**src/rtl/mcrm_pkg.sv**
```systemverilog
// Constants, types and register map for the modulator clock and rate matching block.
package mcrm_pkg;
	localparam int CLK_PERIOD_NS = 40;
	localparam logic [7:0] CTRL_ADDR = 8'h00;
	localparam logic [7:0] PRESC_ADDR = 8'h04;
	localparam logic [7:0] FDBK_ADDR = 8'h08;
	localparam logic [7:0] STAT_ADDR = 8'h0c;
	localparam logic [7:0] IRQ_ST_ADDR = 8'h10;
	localparam logic [7:0] IRQ_MASK_ADDR = 8'h14;
	localparam logic [7:0] NCO_STEP_ADDR = 8'h18;
	localparam logic [1:0] RESP_OKAY = 2'h0;
	localparam logic [1:0] RESP_SLVERR = 2'h2;
	localparam logic [1:0] SCHEME_NCO = 2'h2;
	localparam int BUF_AW = 7;
	localparam logic [7:0] BUF_DEPTH = 8'h80;
	localparam logic [7:0] BUF_MID = 8'h40;
	localparam logic [7:0] DEV_LIMIT = 8'h38;
	localparam logic [4:0] PARITY_LEN = 5'h10;
	localparam logic [7:0] BLOCK_LEN = 8'hbc;
	localparam logic [1:0] SYM_DIV_LAST = 2'h3;
	localparam int NCO_W = 24;
	localparam logic [23:0] NCO_STEP_RST = 24'h400000;
	localparam int NCO_TRIM_SHIFT = 6;
	localparam logic [14:0] DIV_RST = 15'h0001;
	localparam int CTRL_FREQ_BIT = 0;
	localparam int CTRL_EN_BIT = 1;
	localparam logic [1:0] CTRL_RST = 2'h2;
	localparam int STAT_SCHEME_BIT = 8;
	localparam int IRQ_OVR_BIT = 0;
	localparam int IRQ_UNR_BIT = 1;
	localparam int IRQ_DEV_BIT = 2;

	typedef struct packed {
		logic enable;
		logic freq_mode;
	} mcrm_ctrl_type;

	typedef struct packed {
		logic deviation;
		logic underrun;
		logic overrun;
	} mcrm_irq_type;

	typedef enum logic [1:0] {
		RD_FILL = 2'h0,
		RD_RUN  = 2'h1,
		RD_GAP  = 2'h3
	} mcrm_rd_state_type;
endpackage

```
**src/rtl/mcrm_top.sv**
```systemverilog
// Clock scheme, loop detector, rate matching buffer and register slave.
//
// Design decisions made here: the placing of the registers and the AXI4-Lite register port.
`timescale 1ns/1ps
module mcrm_top (
	input  wire logic       aclk,
	input  wire logic       aresetn,
	input  wire logic [7:0] awaddr,
	input  wire logic       awvalid,
	output logic            awready,
	input  wire logic [31:0] wdata,
	input  wire logic [3:0] wstrb,
	input  wire logic       wvalid,
	output logic            wready,
	output logic      [1:0] bresp,
	output logic            bvalid,
	input  wire logic       bready,
	input  wire logic [7:0] araddr,
	input  wire logic       arvalid,
	output logic            arready,
	output logic     [31:0] rdata,
	output logic      [1:0] rresp,
	output logic            rvalid,
	input  wire logic       rready,
	input  wire logic [1:0] clock_scheme_select,
	input  wire logic       transport_in_clock,
	input  wire logic       input_valid,
	input  wire logic [7:0] input_byte,
	input  wire logic       sample_rate_clock,
	input  wire logic       nco_reference_clock,
	output logic            pump_up,
	output logic            pump_down,
	output logic            sample_strobe,
	output logic            symbol_strobe,
	output logic            io_strobe,
	output logic      [7:0] out_byte,
	output logic            out_valid,
	output logic            frame_start_out,
	output logic            irq
);
	function automatic logic addr_ok(input logic [7:0] a);
		addr_ok = (a == mcrm_pkg::CTRL_ADDR) || (a == mcrm_pkg::PRESC_ADDR) ||
			(a == mcrm_pkg::FDBK_ADDR) || (a == mcrm_pkg::STAT_ADDR) ||
			(a == mcrm_pkg::IRQ_ST_ADDR) || (a == mcrm_pkg::IRQ_MASK_ADDR) ||
			(a == mcrm_pkg::NCO_STEP_ADDR);
	endfunction

	function automatic logic [31:0] merge(input logic [31:0] old, input logic [31:0] nw,
		input logic [3:0] strb);
		for (int i = 0; i < 4; i++) begin
			merge[8*i +: 8] = strb[i] ? nw[8*i +: 8] : old[8*i +: 8];
		end
	endfunction

	mcrm_pkg::mcrm_ctrl_type     ctrl_reg;
	mcrm_pkg::mcrm_irq_type      irq_st_reg;
	mcrm_pkg::mcrm_irq_type      irq_mask_reg;
	mcrm_pkg::mcrm_irq_type      irq_set;
	mcrm_pkg::mcrm_rd_state_type rd_state_reg;
	logic [14:0] presc_reg;
	logic [14:0] fdbk_reg;
	logic [23:0] step_reg;
	logic [23:0] step_eff;
	logic [7:0]  aw_addr_reg;
	logic [31:0] w_data_reg;
	logic [3:0]  w_strb_reg;
	logic        aw_held_reg;
	logic        w_held_reg;
	logic        do_write;
	logic [31:0] wr_val;
	logic [31:0] wr_old;
	logic [1:0]  smp_gap_reg;
	logic        cap_done_reg;
	logic        scheme_nco_reg;
	logic        tin_prev_reg;
	logic        sr_prev_reg;
	logic        nr_prev_reg;
	logic        tin_rise;
	logic        sr_rise;
	logic        nr_rise;
	logic        nco_tick;
	logic        sample_tick;
	logic        symbol_tick;
	logic [1:0]  sym_cnt_reg;
	logic [14:0] presc_cnt_reg;
	logic [14:0] fdbk_cnt_reg;
	logic        ref_tick;
	logic        fb_tick;
	logic [7:0]  wr_ptr_reg;
	logic [7:0]  rd_ptr_reg;
	logic [7:0]  fill;
	logic        wr_en;
	logic        rd_en;
	logic        rd_pend_reg;
	logic [7:0]  rd_data;
	logic [7:0]  byte_cnt_reg;
	logic [4:0]  gap_cnt_reg;

	assign tin_rise = transport_in_clock & ~tin_prev_reg;
	assign sr_rise = sample_rate_clock & ~sr_prev_reg;
	assign nr_rise = nco_reference_clock & ~nr_prev_reg;
	assign fill = wr_ptr_reg - rd_ptr_reg;
	assign sample_tick = scheme_nco_reg ? nco_tick : sr_rise;
	assign symbol_tick = sample_tick && sym_cnt_reg == mcrm_pkg::SYM_DIV_LAST;
	assign ref_tick = tin_rise && presc_cnt_reg + 15'h0001 >= presc_reg;
	assign fb_tick = sr_rise && fdbk_cnt_reg + 15'h0001 >= fdbk_reg;
	assign wr_en = tin_rise && input_valid && ctrl_reg.enable &&
		fill != mcrm_pkg::BUF_DEPTH;
	assign rd_en = symbol_tick && rd_state_reg == mcrm_pkg::RD_RUN && fill != 8'h00;
	assign do_write = aw_held_reg && w_held_reg && !bvalid;
	assign wr_val = merge(wr_old, w_data_reg, w_strb_reg);

	// Status bits fall back to zero here, so their clear mask is the strobed bytes of the written word.
	always_comb begin
		unique case (aw_addr_reg)
			mcrm_pkg::CTRL_ADDR: wr_old = 32'(ctrl_reg);
			mcrm_pkg::PRESC_ADDR: wr_old = 32'(presc_reg);
			mcrm_pkg::FDBK_ADDR: wr_old = 32'(fdbk_reg);
			mcrm_pkg::IRQ_MASK_ADDR: wr_old = 32'(irq_mask_reg);
			mcrm_pkg::NCO_STEP_ADDR: wr_old = 32'(step_reg);
			default: wr_old = 32'h0;
		endcase
	end

	// The loop follows the buffer: a fuller buffer speeds the output side up.
	always_comb begin
		step_eff = step_reg;
		if (fill > mcrm_pkg::BUF_MID) begin
			step_eff = step_reg + (step_reg >> mcrm_pkg::NCO_TRIM_SHIFT);
		end else if (fill < mcrm_pkg::BUF_MID) begin
			step_eff = step_reg - (step_reg >> mcrm_pkg::NCO_TRIM_SHIFT);
		end
	end

	always_comb begin
		irq_set.overrun = tin_rise && input_valid && ctrl_reg.enable &&
			fill == mcrm_pkg::BUF_DEPTH;
		irq_set.underrun = symbol_tick && rd_state_reg == mcrm_pkg::RD_RUN && fill == 8'h00;
		irq_set.deviation = rd_state_reg != mcrm_pkg::RD_FILL &&
			(fill > mcrm_pkg::BUF_MID + mcrm_pkg::DEV_LIMIT ||
			fill < mcrm_pkg::BUF_MID - mcrm_pkg::DEV_LIMIT);
	end

	mcrm_nco u_nco (
		.aclk     (aclk),
		.aresetn  (aresetn),
		.ref_edge (nr_rise & scheme_nco_reg),
		.step     (step_eff),
		.tick     (nco_tick)
	);

	mcrm_buffer u_buf (
		.aclk    (aclk),
		.wr_en   (wr_en),
		.wr_addr (wr_ptr_reg[mcrm_pkg::BUF_AW-1:0]),
		.wr_data (input_byte),
		.rd_en   (rd_en),
		.rd_addr (rd_ptr_reg[mcrm_pkg::BUF_AW-1:0]),
		.rd_data (rd_data)
	);

	// The pins are caught once after reset; the board keeps them still afterwards.
	always_ff @(posedge aclk) begin
		if (!aresetn) begin
			cap_done_reg <= 1'b0;
			scheme_nco_reg <= 1'b0;
		end else if (!cap_done_reg) begin
			cap_done_reg <= 1'b1;
			scheme_nco_reg <= clock_scheme_select == mcrm_pkg::SCHEME_NCO;
		end
	end

	// The edge history follows the pins through reset, so a clock parked high gives no edge.
	always_ff @(posedge aclk) begin
		tin_prev_reg <= transport_in_clock;
		sr_prev_reg <= sample_rate_clock;
		nr_prev_reg <= nco_reference_clock;
	end

	always_ff @(posedge aclk) begin
		if (!aresetn) begin
			presc_cnt_reg <= '0;
			fdbk_cnt_reg <= '0;
			pump_up <= 1'b0;
			pump_down <= 1'b0;
		end else if (scheme_nco_reg) begin
			pump_up <= 1'b0;
			pump_down <= 1'b0;
		end else begin
			presc_cnt_reg <= ref_tick ? 15'h0 : presc_cnt_reg + 15'(tin_rise);
			fdbk_cnt_reg <= fb_tick ? 15'h0 : fdbk_cnt_reg + 15'(sr_rise);
			if (ctrl_reg.freq_mode) begin
				pump_up <= ref_tick & ~fb_tick;
				pump_down <= fb_tick & ~ref_tick;
			end else if ((pump_up || ref_tick) && (pump_down || fb_tick)) begin
				pump_up <= 1'b0;
				pump_down <= 1'b0;
			end else begin
				pump_up <= pump_up | ref_tick;
				pump_down <= pump_down | fb_tick;
			end
		end
	end

	always_ff @(posedge aclk) begin
		if (!aresetn) begin
			sym_cnt_reg <= '0;
			sample_strobe <= 1'b0;
			symbol_strobe <= 1'b0;
			io_strobe <= 1'b0;
		end else begin
			sym_cnt_reg <= sym_cnt_reg + 2'(sample_tick);
			sample_strobe <= sample_tick;
			symbol_strobe <= symbol_tick;
			io_strobe <= scheme_nco_reg ? nr_rise : sr_rise;
		end
	end

	always_ff @(posedge aclk) begin
		if (!aresetn) begin
			wr_ptr_reg <= '0;
		end else if (wr_en) begin
			wr_ptr_reg <= wr_ptr_reg + 8'h01;
		end
	end

	// Reads wait for half fill, then pause one parity length after every block.
	always_ff @(posedge aclk) begin
		if (!aresetn) begin
			rd_state_reg <= mcrm_pkg::RD_FILL;
			rd_ptr_reg <= '0;
			byte_cnt_reg <= '0;
			gap_cnt_reg <= '0;
			frame_start_out <= 1'b0;
		end else if (symbol_tick) begin
			unique case (rd_state_reg)
				mcrm_pkg::RD_FILL: begin
					if (fill >= mcrm_pkg::BUF_MID) begin
						rd_state_reg <= mcrm_pkg::RD_RUN;
					end
				end
				mcrm_pkg::RD_RUN: begin
					frame_start_out <= 1'b0;
					if (rd_en) begin
						rd_ptr_reg <= rd_ptr_reg + 8'h01;
						byte_cnt_reg <= byte_cnt_reg + 8'h01;
						if (byte_cnt_reg == mcrm_pkg::BLOCK_LEN - 8'h01) begin
							byte_cnt_reg <= '0;
							gap_cnt_reg <= mcrm_pkg::PARITY_LEN;
							frame_start_out <= 1'b1;
							rd_state_reg <= mcrm_pkg::RD_GAP;
						end
					end
				end
				mcrm_pkg::RD_GAP: begin
					gap_cnt_reg <= gap_cnt_reg - 5'h01;
					if (gap_cnt_reg == 5'h01) begin
						rd_state_reg <= mcrm_pkg::RD_RUN;
					end
				end
				default: rd_state_reg <= mcrm_pkg::RD_FILL;
			endcase
		end
	end

	always_ff @(posedge aclk) begin
		if (!aresetn) begin
			rd_pend_reg <= 1'b0;
			out_valid <= 1'b0;
			out_byte <= '0;
		end else begin
			rd_pend_reg <= rd_en;
			out_valid <= rd_pend_reg;
			if (rd_pend_reg) begin
				out_byte <= rd_data;
			end
		end
	end

	// A new event wins over a clear written in the same cycle.
	always_ff @(posedge aclk) begin
		if (!aresetn) begin
			irq_st_reg <= '0;
			irq <= 1'b0;
		end else begin
			irq_st_reg <= irq_set | (irq_st_reg & ~((do_write && aw_addr_reg ==
				mcrm_pkg::IRQ_ST_ADDR) ? wr_val[2:0] : 3'h0));
			irq <= |(irq_st_reg & irq_mask_reg);
		end
	end

	always_ff @(posedge aclk) begin
		if (!aresetn) begin
			aw_held_reg <= 1'b0;
			w_held_reg <= 1'b0;
			awready <= 1'b0;
			wready <= 1'b0;
			bvalid <= 1'b0;
			bresp <= mcrm_pkg::RESP_OKAY;
			aw_addr_reg <= '0;
			w_data_reg <= '0;
			w_strb_reg <= '0;
		end else begin
			awready <= !aw_held_reg && !(awvalid && awready) && !bvalid;
			wready <= !w_held_reg && !(wvalid && wready) && !bvalid;
			if (awvalid && awready) begin
				aw_held_reg <= 1'b1;
				aw_addr_reg <= awaddr;
			end
			if (wvalid && wready) begin
				w_held_reg <= 1'b1;
				w_data_reg <= wdata;
				w_strb_reg <= wstrb;
			end
			if (do_write) begin
				aw_held_reg <= 1'b0;
				w_held_reg <= 1'b0;
				bvalid <= 1'b1;
				bresp <= addr_ok(aw_addr_reg) ? mcrm_pkg::RESP_OKAY : mcrm_pkg::RESP_SLVERR;
			end else if (bready) begin
				bvalid <= 1'b0;
			end
		end
	end

	always_ff @(posedge aclk) begin
		if (!aresetn) begin
			ctrl_reg <= mcrm_pkg::CTRL_RST;
			presc_reg <= mcrm_pkg::DIV_RST;
			fdbk_reg <= mcrm_pkg::DIV_RST;
			step_reg <= mcrm_pkg::NCO_STEP_RST;
			irq_mask_reg <= '0;
		end else if (do_write) begin
			unique case (aw_addr_reg)
				mcrm_pkg::CTRL_ADDR: ctrl_reg <= wr_val[1:0];
				mcrm_pkg::PRESC_ADDR: presc_reg <= wr_val[14:0];
				mcrm_pkg::FDBK_ADDR: fdbk_reg <= wr_val[14:0];
				mcrm_pkg::IRQ_MASK_ADDR: irq_mask_reg <= wr_val[2:0];
				mcrm_pkg::NCO_STEP_ADDR: step_reg <= wr_val[23:0];
				default: ;
			endcase
		end
	end

	always_ff @(posedge aclk) begin
		if (!aresetn) begin
			arready <= 1'b0;
			rvalid <= 1'b0;
			rdata <= '0;
			rresp <= mcrm_pkg::RESP_OKAY;
		end else begin
			arready <= !rvalid && !(arvalid && arready);
			if (arvalid && arready) begin
				rvalid <= 1'b1;
				rresp <= addr_ok(araddr) ? mcrm_pkg::RESP_OKAY : mcrm_pkg::RESP_SLVERR;
				unique case (araddr)
					mcrm_pkg::CTRL_ADDR: rdata <= 32'(ctrl_reg);
					mcrm_pkg::PRESC_ADDR: rdata <= 32'(presc_reg);
					mcrm_pkg::FDBK_ADDR: rdata <= 32'(fdbk_reg);
					mcrm_pkg::STAT_ADDR: rdata <= {21'h0, rd_state_reg, scheme_nco_reg, fill};
					mcrm_pkg::IRQ_ST_ADDR: rdata <= 32'(irq_st_reg);
					mcrm_pkg::IRQ_MASK_ADDR: rdata <= 32'(irq_mask_reg);
					mcrm_pkg::NCO_STEP_ADDR: rdata <= 32'(step_reg);
					default: rdata <= 32'h0;
				endcase
			end else if (rready) begin
				rvalid <= 1'b0;
			end
		end
	end

	// Sample strobes seen since the last symbol strobe, kept apart from the divider itself.
	always_ff @(posedge aclk) begin
		if (!aresetn) begin
			smp_gap_reg <= '0;
		end else if (sample_strobe) begin
			smp_gap_reg <= symbol_strobe ? 2'h0 : smp_gap_reg + 2'h1;
		end
	end
endmodule

```
**src/rtl/mcrm_buffer.sv**
```systemverilog
// Circular input buffer storage with registered read data.
`timescale 1ns/1ps
module mcrm_buffer (
	input  wire logic                       aclk,
	input  wire logic                       wr_en,
	input  wire logic [mcrm_pkg::BUF_AW-1:0] wr_addr,
	input  wire logic [7:0]                 wr_data,
	input  wire logic                       rd_en,
	input  wire logic [mcrm_pkg::BUF_AW-1:0] rd_addr,
	output logic      [7:0]                 rd_data
);
	logic [7:0] mem [0:(1<<mcrm_pkg::BUF_AW)-1];

	always_ff @(posedge aclk) begin
		if (wr_en) begin
			mem[wr_addr] <= wr_data;
		end
	end

	always_ff @(posedge aclk) begin
		if (rd_en) begin
			rd_data <= mem[rd_addr];
		end
	end
endmodule

```
**src/rtl/mcrm_nco.sv**
```systemverilog
// Phase accumulator that turns reference clock edges into sample ticks.
`timescale 1ns/1ps
module mcrm_nco (
	input  wire logic                      aclk,
	input  wire logic                      aresetn,
	input  wire logic                      ref_edge,
	input  wire logic [mcrm_pkg::NCO_W-1:0] step,
	output logic                           tick
);
	logic [mcrm_pkg::NCO_W-1:0] phase_reg;
	logic [mcrm_pkg::NCO_W:0]   sum;

	assign sum = {1'b0, phase_reg} + {1'b0, step};

	// A carry out of the accumulator is one sample period.
	always_ff @(posedge aclk) begin
		if (!aresetn) begin
			phase_reg <= '0;
			tick <= 1'b0;
		end else begin
			tick <= ref_edge & sum[mcrm_pkg::NCO_W];
			if (ref_edge) begin
				phase_reg <= sum[mcrm_pkg::NCO_W-1:0];
			end
		end
	end
endmodule

```
**config.mk**
```make
export PLATFORM = sky130hd
export DESIGN_NAME = mcrm_top
export DESIGN_NICKNAME = d
export VERILOG_FILES = /design/src/rtl/mcrm_pkg.sv /design/src/rtl/mcrm_top.sv /design/src/rtl/mcrm_buffer.sv /design/src/rtl/mcrm_nco.sv
export SDC_FILE = /design/constraint.sdc
export NUM_CORES = 2
export LEC_CHECK = 0
export BUFFER_PORTS_ARGS = -buffer_cell sky130_fd_sc_hd__buf_4
export CORE_MARGIN = 2
export CORE_UTILIZATION = 40
export DETAILED_ROUTE_END_ITERATION = 8
export GPL_ROUTABILITY_DRIVEN = 0
export REMOVE_ABC_BUFFERS = 1
export SYNTH_ARGS = -nofsm -noshare
export SYNTH_HDL_FRONTEND = slang
export SYNTH_SLANG_ARGS = --single-unit
```
**constraint.sdc**
```tcl
create_clock -name aclk -period 9.1 [get_ports aclk]
set_input_delay 0.91 -clock aclk [delete_from_list [all_inputs] [get_ports aclk]]
set_output_delay 0.91 -clock aclk [all_outputs]
set_load 0.03 [all_outputs]
```
==> results by group <==
Clock network
  – CTS tree: yes
  – Root Buffer: clkbuf_16
  – Worst skew pair latency: 770 ps
  – Cts hold-fix bufs: 0
  – Post-CTS Setup Bufs: 0
  – Clock Tree Buf Depth: 3
  – Clk sinks: 1,272
  – Total CTS buffers: 135
  – Clock slew at reported path FFs: 60 ps
  – H-tree depth: 4
  – CTS resizes: 0

STA
  – RSZ-0062 raised after global routing: false
  – Final hold viol count: 0
  – Slew @ Worst Pin: 1179 ps
  – Fin crit share: 70.11%
  – Slew HR: 21.09%
  – Slew Limit Fails: 0
  – Fin crit period: 6380 ps
  – Post-route clock skew: 26.74 ps
  – Final WS setup: 2720 ps
  – Max Freq: 156.7 MHz
  – Endpoints failing setup: 0
  – WHS: 276.0 ps

Critical path
  – Reg2reg setup slack: 2720 ps
  – Reg-to-reg endpoint: u_nco.tick
  – Crit. End Element: register
  – Crit path kind: reg2reg
  – Crit path required time: 9760 ps
  – Worst reg-to-reg path cell count: 18
  – CP startpoint kind: register
  – Worst Path Arrival: 7040 ps
  – Crit path max fanout: 22
  – Reg2reg start: rd_ptr_reg[3]

GRT
  – Largest net degree at the start of global routing: 101
  – Global-route wire length before repair: 200.1 mm
  – Initial antenna violation count: 4
  – Number of global-route vias before repair: 30,540
  – GR Overflow Total: 0
  – GRT Util Overall: 19.18%

Pwr
  – P_leak: 0.01968 uW
  – Flop pwr share: 53.2%
  – Sw Pwr: 2509 uW
  – Logic gate share of total power: 2.2%
  – VDD IR max: 0.1707 mV
  – Clk pwr share: 44.6%
  – Pwr/cell area: 193.6 nW/um^2
  – Design Power: 11,870 uW
  – Sw Ratio: 21.13%
  – Int Power: 9363 uW

Cells and area
  – Commonest non-fill, non-tap cell in the layout: edfxtp_1
  – # nets final: 3,831
  – Max reg flops: 1,024
  – Fillers: 11,830
  – Ratio of cells with drive above 1 in the final layout: 18.74%
  – Final instance area: 61,320 sq um
  – Cell Count, Final, Fillers Out: 5,522
  – Most frequent cells in the layout: edfxtp_1 (1,032), nor2_1 (336), mux4_2 (328), nand2_1 (261), dfxtp_1 (237)
  – Largest Register: u_buf.mem
  – Syn-to-layout area delta: 12.68%

Floorplan
  – Die W: 372.8 um
  – Io pins: 130
  – Rows: 135
  – Core ar.: 135,300 sq um
  – Die Ht: 372.8 um
  – Initial core utilization: 40.22%
  – Die Area: 139,000 sq um

Synth
  – FF+latch count, synth: 1,272
  – Async S/R FF share, synth: 0%
  – Largest cells by area after synthesis: edfxtp_1 (57%), mux4_2 (14%), dfxtp_1 (8.8%)
  – Yosys top cell area share: 56.95%
  – Syn Area/Cell: 15.40 sq um
  – Cells after synthesis: 3,533
  – Synth Cell Area: 54,420 sq um
  – Synth unique cells: 81
  – Main synth FF type: edfxtp_1
  – Sequential share of the synthesized area: 65.78%
  – Ys Warns: 0
  – EDFF count, synth: 1,032
  – Largest area contributor in the netlist: edfxtp_1

Route
  – Routed WL: 134.3 mm
  – Post-route ant nets: 0
  – DRC Markers: 0
  – Via count: 31,090
  – Vias per cell: 5.630
  – 1st-iter DRT viols: 2,941
  – Drt pass-1 iters: 6
  – Routed len/inst: 24.32 um

Worst hold path
  – Endpoint, Worst Hold: tin_prev_reg
  – Hold Path Cell Cnt: 1
  – Hold Path Origin: transport_in_clock
  – Worst hold path class: in2reg

Placement
  – Pre-CTS setup slack: 2764 ps
  – Hpwl dp: 83.80 mm
  – Cells after DPL: 5,285
  – Buffers on Ports: 110
  – Placed instance area: 57,080 sq um

Run
  – Max_cap viols: 0

Run status
  – Outcome: complete, no violations
cells in the mapped netlist (14+ instances only):
cell type,instances
and2_1,22
nor2b_1,17
clkbuf_1,135
a22oi_1,30
nand2b_1,14
nor3_1,25
buf_2,35
a21oi_1,166
ha_1,113
nand4_1,27
mux4_2,328
xor2_1,33
o211ai_1,14
o21ai_0,76
a21o_1,27
buf_1,14
o221ai_1,15
dfxtp_1,240
o22ai_1,17
inv_1,92
a211oi_1,52
a222oi_1,14
xnor2_1,58
a31oi_1,14
nand3_1,74
nor2_1,338
edfxtp_1,1032
and3_1,19
nand2_1,261
or3_1,20
mux2i_1,25
worst max-delay path, cell delays in order, from the launching register on:
cell,delay [ps]
dfxtp_1,700
inv_4,300
ha_1,520
nand3_1,100
o22ai_1,340
nor2_1,140
xnor2_1,430
a22o_1,870
a221oi_1,230
o22a_1,280
ha_1,410
and4_1,290
and3_1,170
a21boi_1,90
a211oi_1,500
a21oi_1,220
o21ai_0,360
a211oi_1,130
nor3_1,180
cell families after synthesis:
| family | share of synthesized area (%) |
|---|---|
| DFF | 65.78 |
| and+or+nand+nor | 7.082 |
| AOI/OAI and AO/OA | 6.629 |
| muxes | 14.03 |
| buffers and inverters | 2.260 |
| adders and majority gates | 2.745 |
| xor gates and xnor gates | 1.465 |
| other | 0.006891 |
metal layers:
layer  part of all wire, %  GRT usage, %  vias up
met4                   2.2         5.254        4
met1                    43         26.86    15890
met2                    48         30.75      999
met3                   6.4         3.539      173
li1                      -             -    14020
met5                 0.019             0        -
area by class of cell:
type | count | area, sq um | area share (%)
Clock inverter | 59 | 576.8 | 0.9407
Timing Repair Buffer | 162 | 1216 | 1.983
Multi-Input combinational cell | 1974 | 17460 | 28.47
Tap cell | 1781 | 2228 | 3.634
Inverter | 96 | 367.9 | 0.5999
Antenna cell | 1 | 2.502 | 0.004081
Clock buffer | 177 | 3661 | 5.971
Sequential cell | 1272 | 35810 | 58.39
how the worst max path moves through the flow:
| stage | to | cells after the start | startpoint | slack [ps] |
|---|---|---|---|---|
| floorplan | u_nco.tick | 21 | rd_ptr_reg[0] | -6040 |
| global placement | u_nco.tick | 18 | rd_ptr_reg[3] | 2830 |
| detailed placement | u_nco.tick | 18 | rd_ptr_reg[3] | 2760 |
| CTS | u_nco.tick | 18 | rd_ptr_reg[3] | 2740 |
| global route | u_nco.tick | 18 | rd_ptr_reg[3] | 2090 |
| finish | u_nco.tick | 18 | rd_ptr_reg[3] | 2720 |
metrics by stage:
step | util [%] | TNS (ps)
2_1_floorplan | - | -5275300
3_3_place_gp | 42.19 | 0
3_5_place_dp | 42.19 | 0
4_1_cts | 45.32 | 0
5_1_grt | 45.32 | 0
6_report | 45.32 | 0
power by group through the flow:
stage                     sequential [uW]  combinational, uW  clock, uW
after floorplan                      6440               92.6          0
after detailed placement             6430                263          0
after CTS                            6310                264       5410
after global placement               6430                258          0
final                                6310                261       5300
after global routing                 6310                286       5620
No activity file was read; power rests on OpenSTA's default activity.
